### src/pkg/reclock_pkg.sv
package reclock_pkg;
	// Clock and time base
	localparam int CLK_MHZ = 50;
	localparam int DWELL_US = 10;
	localparam int DWELL_CYC = DWELL_US * CLK_MHZ;
	localparam int ACT_NS = 400;
	localparam int ACT_CYC = (ACT_NS * CLK_MHZ) / 1000;
	localparam int FIFO_DEPTH = 8;
	localparam int FIFO_WIDTH = 1;
	// Rate codes
	localparam logic [2:0] RATE_143 = 3'h0;
	localparam logic [2:0] RATE_177 = 3'h1;
	localparam logic [2:0] RATE_270 = 3'h2;
	localparam logic [2:0] RATE_HD = 3'h5;
	localparam logic [1:0] RATE_RSVD_HI = 2'h3;
	// Register map
	localparam logic [11:0] OFS_CTRL = 12'h000;
	localparam logic [11:0] OFS_STATUS = 12'h004;
	localparam logic [11:0] OFS_DWELL = 12'h008;
	localparam logic [31:0] CTRL_RESET = 32'h0000_0001;
	localparam int CTRL_UNLOCK_PASS = 0;
	localparam logic [15:0] DWELL_RESET = 16'(DWELL_CYC);
	localparam int ST_BIT_LOCKED = 0;
	localparam int ST_BIT_ACTIVE = 1;
	localparam int ST_BIT_SD = 2;
	localparam int ST_BIT_AUTO = 3;
	localparam int ST_RATE_LSB = 4;
	localparam int ST_FSM_LSB = 8;
	// Search states
	typedef enum logic [2:0] {
		ST_WAIT = 3'b001,
		ST_TRY = 3'b010,
		ST_LOCK = 3'b100
	} search_t;
endpackage

### src/rtl/auto_rate_reclock_control.sv
// How it works
// Auto mode searches rates and locks itself
// Auto mode reports locked rate code
// Lockout skips 177 rate in search
// Lockout ignored when auto mode off
// Manual mode: rate pins input, forced lock
// SD flag high for SD, low HD
// Cable driver picks slew from SD flag
// Search waits for input transitions
// Forced passthrough always bypasses retiming
// Unlock passthrough bypasses only while unlocked
// No passthrough: retimed path always
// Squelch low holds output low
// Lock lost output high while locked
// Input choice defaults to input zero
// Reserved forced codes never lock
// Static control pins synchronised first
//
// Our own choices: the APB slave port and the register offsets.
`timescale 1ns/100ps
`default_nettype none

module rate_fifo #(
	parameter int WIDTH = 1,
	parameter int DEPTH = 8
) (
	// Clock and reset
	input wire logic pclk,
	input wire logic presetn,
	// Fill side
	input wire logic in_valid,
	output logic in_ready,
	input wire logic [WIDTH-1:0] in_data,
	// Drain side
	output logic out_valid,
	input wire logic out_ready,
	output logic [WIDTH-1:0] out_data
);
	localparam int AW = $clog2(DEPTH);
	logic [WIDTH-1:0] mem [DEPTH];
	logic [AW-1:0] wr_ptr;
	logic [AW-1:0] rd_ptr;
	logic [AW:0] count;
	wire push = in_valid && in_ready;
	wire pop = out_valid && out_ready;
	assign in_ready = count != (AW+1)'(DEPTH);
	assign out_valid = count != '0;
	assign out_data = mem[rd_ptr];

	always_ff @(posedge pclk or negedge presetn)
	begin
		if (!presetn)
		begin
			wr_ptr <= '0;
			rd_ptr <= '0;
			count <= '0;
		end
		else
		begin
			if (push)
				wr_ptr <= (wr_ptr == AW'(DEPTH-1)) ? '0 : wr_ptr + 1'b1;
			if (pop)
				rd_ptr <= (rd_ptr == AW'(DEPTH-1)) ? '0 : rd_ptr + 1'b1;
			count <= count + (AW+1)'(push) - (AW+1)'(pop);
		end
	end

	// Storage has no reset; contents are qualified by count
	always_ff @(posedge pclk)
	begin
		if (push)
			mem[wr_ptr] <= in_data;
	end
endmodule

module auto_rate_reclock_control (
	// Clock and reset
	input wire logic pclk,
	input wire logic presetn,
	// APB slave
	input wire logic psel,
	input wire logic penable,
	input wire logic pwrite,
	input wire logic [11:0] paddr,
	input wire logic [31:0] pwdata,
	output logic [31:0] prdata,
	output logic pready,
	output logic pslverr,
	// Static control pins
	input wire logic auto_rate_enable,
	input wire logic lockout_177,
	input wire logic forced_passthrough,
	input wire logic output_squelch_n,
	input wire logic [1:0] in_sel,
	input wire logic in_sel_undriven,
	// Rate code pins, two-way
	input wire logic [2:0] rate_in,
	output logic [2:0] rate_out,
	output logic rate_oe,
	// Clock recovery loop
	output logic [2:0] trial_rate,
	input wire logic cdr_lock,
	// Serial data
	input wire logic [3:0] serial_in,
	output logic serial_out,
	// Status pins
	output logic standard_def_flag,
	output logic lock_lost_n
);
	////////////////////////////////////////////////////////////////
	// Two-flop synchronisers; stage one feeds only stage two
	localparam int NS = 12;
	logic [NS-1:0] sync1;
	logic [NS-1:0] sync2;
	wire [NS-1:0] raw_pins = {auto_rate_enable, lockout_177, forced_passthrough,
		output_squelch_n, in_sel, in_sel_undriven, rate_in, 2'h0};

	always_ff @(posedge pclk or negedge presetn)
	begin
		if (!presetn)
		begin
			sync1 <= '0;
			sync2 <= '0;
		end
		else
		begin
			sync1 <= raw_pins;
			sync2 <= sync1;
		end
	end

	wire auto_s = sync2[11];
	wire lockout_s = sync2[10];
	wire forced_s = sync2[9];
	wire squelch_n_s = sync2[8];
	wire [1:0] in_sel_s = sync2[7:6];
	wire in_sel_float_s = sync2[5];
	wire [2:0] rate_in_s = sync2[4:2];

	////////////////////////////////////////////////////////////////
	// Input choice and signal detector
	wire [1:0] sel = in_sel_float_s ? 2'h0 : in_sel_s;
	wire raw_bit = serial_in[sel];
	logic prev_bit;
	logic [15:0] act_cnt;
	wire activity = act_cnt != 16'h0000;

	always_ff @(posedge pclk or negedge presetn)
	begin
		if (!presetn)
		begin
			prev_bit <= 1'b0;
			act_cnt <= 16'h0000;
		end
		else
		begin
			prev_bit <= raw_bit;
			if (raw_bit != prev_bit)
				act_cnt <= 16'(reclock_pkg::ACT_CYC);
			else if (activity)
				act_cnt <= act_cnt - 16'h0001;
		end
	end

	////////////////////////////////////////////////////////////////
	// APB registers, zero wait states, pslverr on unmapped words
	logic [31:0] ctrl;
	logic [15:0] dwell;
	wire setup = psel && !penable;
	wire hit_ctrl = paddr == reclock_pkg::OFS_CTRL;
	wire hit_status = paddr == reclock_pkg::OFS_STATUS;
	wire hit_dwell = paddr == reclock_pkg::OFS_DWELL;
	wire mapped = hit_ctrl || hit_status || hit_dwell;
	wire wr_en = psel && penable && pready && pwrite;
	wire unlock_pass = ctrl[reclock_pkg::CTRL_UNLOCK_PASS];
	logic [31:0] status_word;
	logic [31:0] rd_mux;

	reclock_pkg::search_t st;
	reclock_pkg::search_t next_st;
	logic [2:0] cur_rate;
	logic [15:0] dwell_cnt;
	wire locked = st == reclock_pkg::ST_LOCK;

	assign status_word = {21'h0, st, 1'b0, cur_rate, auto_s,
		standard_def_flag, activity, locked};
	assign rd_mux = hit_ctrl ? ctrl : hit_status ? status_word :
		hit_dwell ? {16'h0000, dwell} : 32'h0000_0000;

	always_ff @(posedge pclk or negedge presetn)
	begin
		if (!presetn)
		begin
			ctrl <= reclock_pkg::CTRL_RESET;
			dwell <= reclock_pkg::DWELL_RESET;
			pready <= 1'b0;
			pslverr <= 1'b0;
			prdata <= 32'h0000_0000;
		end
		else
		begin
			pready <= setup;
			pslverr <= setup && !mapped;
			prdata <= (setup && !pwrite) ? rd_mux : 32'h0000_0000;
			if (wr_en && hit_ctrl)
				ctrl <= {31'h0, pwdata[reclock_pkg::CTRL_UNLOCK_PASS]};
			if (wr_en && hit_dwell)
				dwell <= (pwdata[15:0] == 16'h0000) ? 16'h0001 : pwdata[15:0];
		end
	end

	////////////////////////////////////////////////////////////////
	// Rate search
	wire rsvd_forced = rate_in_s[2:1] == reclock_pkg::RATE_RSVD_HI;
	wire skip_177 = auto_s && lockout_s;
	logic [2:0] step_rate;
	logic [2:0] next_rate;
	logic mode_q;
	logic [2:0] forced_q;
	wire mode_change = (mode_q != auto_s) || (!auto_s && forced_q != rate_in_s);

	assign step_rate = (cur_rate >= reclock_pkg::RATE_HD) ? reclock_pkg::RATE_143 :
		cur_rate + 3'h1;
	assign next_rate = (skip_177 && step_rate == reclock_pkg::RATE_177) ?
		reclock_pkg::RATE_270 : step_rate;

	always_comb
	begin
		next_st = st;
		case (st)
			reclock_pkg::ST_WAIT:
				if (activity && !(!auto_s && rsvd_forced))
					next_st = reclock_pkg::ST_TRY;
			reclock_pkg::ST_TRY:
				if (cdr_lock && !(skip_177 && cur_rate == reclock_pkg::RATE_177))
					next_st = reclock_pkg::ST_LOCK;
				else if (!activity)
					next_st = reclock_pkg::ST_WAIT;
			reclock_pkg::ST_LOCK:
				if (!cdr_lock)
					next_st = reclock_pkg::ST_WAIT;
			default:
				next_st = reclock_pkg::ST_WAIT;
		endcase
		if (mode_change || (!auto_s && rsvd_forced) ||
			(skip_177 && cur_rate == reclock_pkg::RATE_177))
			next_st = reclock_pkg::ST_WAIT;
	end

	always_ff @(posedge pclk or negedge presetn)
	begin
		if (!presetn)
		begin
			st <= reclock_pkg::ST_WAIT;
			cur_rate <= reclock_pkg::RATE_143;
			dwell_cnt <= 16'h0000;
			mode_q <= 1'b0;
			forced_q <= 3'h0;
		end
		else
		begin
			st <= next_st;
			mode_q <= auto_s;
			forced_q <= rate_in_s;
			if (!auto_s)
				cur_rate <= rate_in_s;
			else if (skip_177 && cur_rate == reclock_pkg::RATE_177)
				cur_rate <= reclock_pkg::RATE_270;
			else if (st == reclock_pkg::ST_TRY && next_st == reclock_pkg::ST_TRY &&
				dwell_cnt == 16'h0000)
				cur_rate <= next_rate;
			if (st != reclock_pkg::ST_TRY || dwell_cnt == 16'h0000)
				dwell_cnt <= dwell - 16'h0001;
			else
				dwell_cnt <= dwell_cnt - 16'h0001;
		end
	end

	////////////////////////////////////////////////////////////////
	// Retiming buffer; a squelched output stalls the drain, and capture stops once all 8 entries fill
	logic fifo_in_ready;
	logic fifo_out_valid;
	logic fifo_dout;

	rate_fifo #(
		.WIDTH(reclock_pkg::FIFO_WIDTH),
		.DEPTH(reclock_pkg::FIFO_DEPTH)
	) u_fifo (
		.pclk(pclk),
		.presetn(presetn),
		.in_valid(1'b1),
		.in_ready(fifo_in_ready),
		.in_data(raw_bit),
		.out_valid(fifo_out_valid),
		.out_ready(squelch_n_s),
		.out_data(fifo_dout)
	);

	wire bypass = forced_s || (unlock_pass && !locked);
	wire retimed = fifo_out_valid ? fifo_dout : 1'b0;
	wire next_out = !squelch_n_s ? 1'b0 : bypass ? raw_bit : retimed;

	////////////////////////////////////////////////////////////////
	// Registered outputs
	always_ff @(posedge pclk or negedge presetn)
	begin
		if (!presetn)
		begin
			serial_out <= 1'b0;
			rate_out <= 3'h0;
			rate_oe <= 1'b0;
			trial_rate <= 3'h0;
			standard_def_flag <= 1'b1;
			lock_lost_n <= 1'b0;
		end
		else
		begin
			serial_out <= next_out;
			rate_oe <= auto_s;
			trial_rate <= cur_rate;
			if (locked)
			begin
				rate_out <= cur_rate;
				standard_def_flag <= cur_rate != reclock_pkg::RATE_HD;
			end
			lock_lost_n <= locked;
		end
	end
endmodule

`default_nettype wire

### config.mk
export PLATFORM = sky130hd
export DESIGN_NAME = auto_rate_reclock_control
export DESIGN_NICKNAME = d
export VERILOG_FILES = /design/src/pkg/reclock_pkg.sv /design/src/rtl/auto_rate_reclock_control.sv
export SDC_FILE = /design/constraint.sdc
export NUM_CORES = 1
export LEC_CHECK = 0
export BUFFER_PORTS_ARGS = -buffer_cell sky130_fd_sc_hd__buf_4
export CAP_MARGIN = 20
export CORE_ASPECT_RATIO = 2
export CORE_UTILIZATION = 50
export DETAILED_ROUTE_END_ITERATION = 8
export PLACE_DENSITY = 0.82
export SLEW_MARGIN = 15
export SYNTH_ARGS = -nofsm -noshare
export SYNTH_HDL_FRONTEND = slang
export SYNTH_SLANG_ARGS = --single-unit
### constraint.sdc
create_clock -name pclk -period 3.9 [get_ports pclk]
set_clock_uncertainty 0.2 [all_clocks]
set_input_delay 0.39 -clock pclk [delete_from_list [all_inputs] [get_ports pclk]]
set_output_delay 0.39 -clock pclk [all_outputs]
set_load 0.01 [all_outputs]
==> flow_summary.toml, run 1 <==
[status]
status = "finished, final reports clean"

[setup_path]
crit_slowest_cell = "or4_4"
reg2reg_slack_ns = 0.21
r2r.worst_path.cells = 11
cp.arrival_ns = 3.83
cpMostUsedCell = "or4_4"
crit_path_end_kind = "flip-flop"
cpPeakStageDelay_ns = 0.58
r2r_start = "dwell_cnt[9]"
startpoint_type = "flip-flop"
cp.required_ns = 4.04
critPathMaxFanout = 7
rr_endpoint = "dwell_cnt[14]"
path_cells = "or4_4, or4_4, o31ai_4, mux2i_1, ha_1, nand2b_1, or3_1, nor4_1, xor2_1, nor2_1, a21oi_1"
path_class = "flip-flop to flip-flop"

[global_route]
antenna_found_initial = 0
track_usage = 0.242
grt_overflow_total = 0
grt_pass1_vias = 4617
grt_pass1_wl_mm = 21.9
grt_max_degree = 72

[final_layout]
post_route_cells_drive_above_1_share = 0.261
area_delta_synth_final_pct = 25.2
fill_cells = 878
multi_input_area_sq_um = 2450
seq_area_sq_um = 3180
nets = 692
stdcell_area_sq_um = 7300
antenna_cells = 0

[power_and_ir_drop]
pwr-share-clk = 0.403
seqPwrFrac = 0.405
p_total_mw = 4.11
p_per_area_nw_per_um2 = 564
swShare = 0.276
p_comb_frac = 0.192
p_leak_nw = 3.32
intPower_mw = 2.98
power.switching_mw = 1.14
vdd_drop_max_mv = 0.486

[yosys]
synth_edf_count = 8
synthCells = 506
synthFlopType = "dfrtp_1"
ys_seq_elements = 125
syn_area_per_cell_sq_um = 11.5
synthTopCellsByCount = "dfrtp_1 (108), nor2_1 (51), nor3_1 (28), mux2_2 (25), xnor2_1 (24)"
synthTopCellsByArea = "dfrtp_1 (46%), mux2_2 (4.8%), edfxtp_1 (4.1%)"
ys_async_sr_fraction = 0.936
syn_area_sq_um = 5830
yosysTopAreaCellShare = 0.464
yosysWarningCount = 0
yosys.area.top_type = "dfrtp_1"
yosysMostFrequentCell = "dfrtp_1"
synth.distinct_cells = 56
yosysSeqAreaShare = 0.545

[placement]
port_buffers = 75
place_area_sq_um = 6540
detailed_place_hpwl_mm = 9.47
place.gp.congestion = 0.884

[sta]
hold_viol = 0
fmax_ghz = 0.271
tightest_slew_ns = 0.892
finalSetupViolCount = 0
period_share = 0.947
layout_min_cycle_time_ns = 3.69
rsz0062_at_grt = "true"
drv_slew = 0
max_slew_margin = 0.405

[routing]
drtAntennaViolNets = 0
drt-vias-per-instance = 5.62
drtPass1Iterations = 4
drt_wl_total_mm = 13.4
drc = 0
vias = 4307
drtIter0Drc = 274
routedWlPerCell_microns = 17.4

[flow_run]
cap_violations = 0

[die]
ios = 108
fp.dieArea_sq_um = 12100
fp.dieW_microns = 78.4
start_util = 0.513
rows = 55
core-area_sq_um = 11400
die_height_microns = 155

[cts]
insertion_delay_ns = 0.41
cts_sinks = 125
cts_tree = "built"
root_buffer = "clkbuf_16"
cts.path.max_buffers = 2
cts_resized = 0
clk_pin_slew_worst_paths_ns = 0.05
htreeDepth = 4
cts_buffers = 17

[worst_hold_path]
min_to = "dwell[9]"
hold_depth = 2
hold_class = "input pin to flip-flop"
hold_start = "pwdata[9]"
-- worst max-delay path: cells and delay by family, from the launching register on --
kind | cells | cell delay [ns]
flip-flops | 1 | 0.42
XOR/XNOR | 1 | 0.18
AND/OR/NAND/NOR | 6 | 1.90
multiplexers | 1 | 0.28
adder cells (fa/ha/maj) | 1 | 0.22
AO/OA/AOI/OAI | 2 | 0.42
-- placed cells by master (no fill, tap or decap), types with 12 or more instances in the layout --
master,netlist,layout
xor2_1,14,14
nand2_1,15,15
xnor2_1,24,24
a21oi_1,19,19
nor2_1,51,51
clkbuf_16,0,17
mux2i_1,14,14
dfrtp_1,108,108
buf_4,16,88
conb_1,1,16
ha_1,15,15
inv_1,22,22
nor3_1,28,28
dlygate4sd3_1,0,12
mux2_2,25,25
-- repair_timing --
item	in CTS	in global routing
endpoints found under the setup margin	0	2
hold buffers	12	0
endpoints found under the hold margin	75	0
setup buffers	0	1
-- worst max-delay path by stage --
stage | startpoint | end | slack, ns | cells past startpoint
after detailed placement | dwell_cnt[9] | dwell_cnt[14] | 0.23 | 11
final | dwell_cnt[9] | dwell_cnt[14] | 0.21 | 11
after floorplan | dwell_cnt[9] | dwell_cnt[14] | 0.05 | 13
after global placement | dwell_cnt[9] | dwell_cnt[14] | 0.32 | 11
after global routing | dwell_cnt[9] | dwell_cnt[14] | -0.01 | 11
after CTS | dwell_cnt[9] | dwell_cnt[14] | 0.18 | 11
-- cell families after synthesis --
| family | share of synthesized area |
|---|---|
| adder cells (fa/ha/maj) | 0.0356 |
| buffers and inverters | 0.0455 |
| flip-flops | 0.545 |
| XOR/XNOR | 0.0571 |
| AND/OR/NAND/NOR | 0.154 |
| other | 0.000643 |
| AO/OA/AOI/OAI | 0.0815 |
| multiplexers | 0.0800 |
-- metrics by stage --
stage	hold WS [ns]	setup TNS, ns	util	setup WS (ns)	std cells
after floorplan	-0.106	0	-	0.0512	521
after global placement	0.131	0	0.576	0.321	721
after detailed placement	0.135	0	0.576	0.227	722
after CTS	0.0177	0	0.642	0.181	766
after global routing	0.0132	-0.0102	0.643	-0.0102	767
final	0.0289	0	0.643	0.206	767
-- metal layers --
metal  GRT usage  share of wire
met1       0.237           0.34
met2       0.447           0.57
met3      0.0596          0.042
met4       0.144          0.046
met5           0              0
-- power groups by stage --
stage | sequential (mW) | combinational [mW] | clock [mW]
after floorplan | 1.64 | 0.556 | 0
after global placement | 1.67 | 0.716 | 0
after detailed placement | 1.68 | 0.770 | 0
after CTS | 1.66 | 0.797 | 1.67
after global routing | 1.69 | 0.874 | 1.74
final | 1.67 | 0.791 | 1.66
-- flip-flops by register name (all words and copies together), names as in the netlist, 3 cells and up --
| signal | flops |
|---|---|
| prdata | 16 |
| cur_rate | 3 |
| rate_out | 3 |
| dwell | 16 |
| sync1 | 10 |
| forced_q | 3 |
| u_fifo.wr_ptr | 3 |
| st | 3 |
| sync2 | 10 |
| u_fifo.count | 4 |
| u_fifo.rd_ptr | 3 |
| u_fifo.mem | 8 |
| dwell_cnt | 16 |
| trial_rate | 3 |
| act_cnt | 16 |
-- cell type report --
cell class	count	area share
flip-flops and latches	125	0.436
multi-input cells	346	0.336
repair buffers	100	0.107
clock buffers	20	0.0626
well taps	142	0.0243
clock inverters	12	0.0231
inverters	22	0.0113
No activity file was read; power rests on OpenSTA's default activity.
==> run 2, diff against run 1 <==
--- a/config.mk
+++ b/config.mk
@@ -10,8 +10,9 @@
 export CORE_ASPECT_RATIO = 2
 export CORE_UTILIZATION = 50
 export DETAILED_ROUTE_END_ITERATION = 8
-export PLACE_DENSITY = 0.82
+export PLACE_DENSITY = 0.76
 export SLEW_MARGIN = 15
 export SYNTH_ARGS = -nofsm -noshare
 export SYNTH_HDL_FRONTEND = slang
+export SYNTH_HIERARCHICAL = 1
 export SYNTH_SLANG_ARGS = --single-unit
==> run 2 against run 1 <==
  * Final cell count increased by 0.13%
  * Flip-flop and latch count unchanged
  * Sequential power decreased by 2%
  * Synthesized cell count unchanged
  * Clock-buffer cell count decreased by 1
  * Power increased by 0.15%
  * Via count decreased by 1.2%
  * Clock power increased by 5%
  * Core utilization increased by 0.69 points
  * Area after synthesis increased by 0.71%
  * Combinational power decreased by 5.3%
  * Critical endpoint unchanged
  * Largest power group is now clock
==> flow_summary.toml, run 2 <==
[status]
status = "finished, final reports clean"

[flow_run]
cap_violations = 0

[global_route]
grt_overflow_total = 0
track_usage = 0.233
grt_pass1_wl_mm = 21.3
grt_max_degree = 63
grt_pass1_vias = 4479
antenna_found_initial = 0

[placement]
place.gp.congestion = 0.861
detailed_place_hpwl_mm = 9.50
port_buffers = 75
place_area_sq_um = 6590

[setup_path]
crit_slowest_cell = "or4_4"
path_cells = "or4_4, or3_4, o21ai_4, mux2i_1, ha_1, o311ai_4, or3_4, nor3b_2, xnor2_1"
cp.required_ns = 4.03
crit_path_end_kind = "flip-flop"
critPathMaxFanout = 5
r2r.worst_path.cells = 9
cpPeakStageDelay_ns = 0.54
path_class = "flip-flop to flip-flop"
cpMostUsedCell = "or3_4"
startpoint_type = "flip-flop"
cp.arrival_ns = 3.51

[sta]
max_slew_margin = 0.459
rsz0062_at_grt = "false"
layout_min_cycle_time_ns = 3.38
hold_viol = 0
finalSetupViolCount = 0
tightest_slew_ns = 0.807
period_share = 0.868
setup_tns_ns = 0
drv_slew = 0
fmax_ghz = 0.295

[power_and_ir_drop]
vdd_drop_max_mv = 0.416
p_total_mw = 4.12
p_leak_nw = 3.42
p_per_area_nw_per_um2 = 559

[cts]
htreeDepth = 4
cts_tree = "built"
insertion_delay_ns = 0.42
cts_buffers = 17
clk_pin_slew_worst_paths_ns = 0.06
root_buffer = "clkbuf_16"
cts.path.max_buffers = 2
cts_sinks = 125
postCtsSetupBuffers = 0
cts_resized = 0

[final_layout]
area_delta_synth_final_pct = 25.6
nets = 693
stdcell_area_sq_um = 7380
mostFrequentLayoutCell = "dfrtp_1"
antenna_cells = 0
post_route_cells_drive_above_1_share = 0.246
final_cell_mix = "dfrtp_1 (108), buf_4 (82), nor2_1 (62), xnor2_1 (21), nor3_1 (19)"

[die]
fp.dieArea_sq_um = 12200
fp.dieW_microns = 78.6
die_height_microns = 155
core-area_sq_um = 11400
rows = 55
ios = 108
start_util = 0.517

[yosys]
synth_fa_ha_area_frac = 0.0354
yosys.area_share.simple = 0.171
yosys.area.top_type = "dfrtp_1"
yosysTopAreaCellShare = 0.460
syn_area_sq_um = 5870
ys_async_sr_fraction = 0.936
synth_compound_area_frac = 0.0823
yosysMostFrequentCell = "dfrtp_1"
synthMuxAreaShare = 0.0827
ys_seq_elements = 125
synth_top_family_by_area = "simple AND/OR/NAND/NOR gates"
synth_edf_count = 8
yosysWarningCount = 6
synthCells = 506
yosysSeqAreaShare = 0.541
synthTopCellsByArea = "dfrtp_1 (46%), edfxtp_1 (4.1%), dfstp_2 (4.0%)"
synthXorXnorAreaFrac = 0.0477
synthFlopType = "dfrtp_1"
synth.distinct_cells = 68
syn_area_per_cell_sq_um = 11.6
synthTopCellsByCount = "dfrtp_1 (108), nor2_1 (62), xnor2_1 (21), nor3_1 (19)"

[routing]
drtIter0Drc = 228
routedWlPerCell_microns = 17.2
drt_wl_total_mm = 13.2
drt-vias-per-instance = 5.54
drtPass1Iterations = 4
vias = 4254
drc = 0
drtAntennaViolNets = 0

[worst_hold_path]
hold_depth = 2
hold_class = "input pin to flip-flop"
==> run 2: cell types whose count changed in the layout (fill, tap and decap cells not counted), moves of 6 or more <==
cell and delta:
nor2_1 +11, mux2_2 -14, nor3_1 -9, buf_4 -6, mux2_1 +15
==> run 2: cells by family after synthesis <==
logic type	count (synthesis)
AOI/OAI and AO/OA	66
buffers and inverters	42
muxes	42
and+or+nand+nor	181
xor gates and xnor gates	32
adders and majority gates	16
DFF	125
other	2
==> run 2: final timing paths <==
check                              start                 to  slack [ns]
max reg2reg                dwell_cnt[13]      dwell_cnt[14]        0.52
max                        dwell_cnt[13]      dwell_cnt[14]        0.52
max in group asynchronous        presetn  standard_def_flag        2.32
min reg2reg                    sync1[10]          sync2[10]        0.15
min in group asynchronous        presetn           sync1[8]        0.35
min                           pwdata[10]          dwell[10]       0.008
==> run 2: routing by layer <==
layer	track usage	wire, microns
met1	0.223	4510
met2	0.431	7650
met3	0.0540	469
met4	0.151	569
met5	0	0
==> run 2: critical path: cells and delay by family (launching register included) <==
family	cells	cell delay [ns]
AND/OR/NAND/NOR	4	1.65
flip-flops	1	0.40
adder cells (fa/ha/maj)	1	0.28
multiplexers	1	0.26
XOR/XNOR	1	0.16
AO/OA/AOI/OAI	2	0.35
==> run 2: stage by stage <==
stage	setup slack (ns)	std cells	util	hold WS, ns
after floorplan	0.517	522	-	-0.106
after global placement	0.651	722	0.580	0.133
after global routing	0.380	768	0.650	0.00312
final	0.515	768	0.650	0.00778
after detailed placement	0.523	723	0.580	0.137
after CTS	0.511	768	0.650	0.000339
==> run 2: what timing repair did <==
action                                  4_1_cts  5_1_grt
endpoints found under the hold margin        66        0
hold buffers                                 13        0
endpoints found under the setup margin        0        0
==> run 2: layout make-up <==
type | instances | area [sq um]
Inverter | 18 | 67.6
Sequential cell | 125 | 3180
Tap cell | 142 | 178
Clock inverter | 13 | 214
Multi-Input combinational cell | 355 | 2530
Timing Repair Buffer | 96 | 766
Fill cell | 855 | 3980
Clock buffer | 19 | 443
==> run 2: power by group <==
group	switching, mW	internal (mW)	leakage (nW)	total [mW]
combinational	0.378	0.371	1.55	0.749
clock	0.583	1.16	0.314	1.74
sequential	0.163	1.47	1.56	1.63
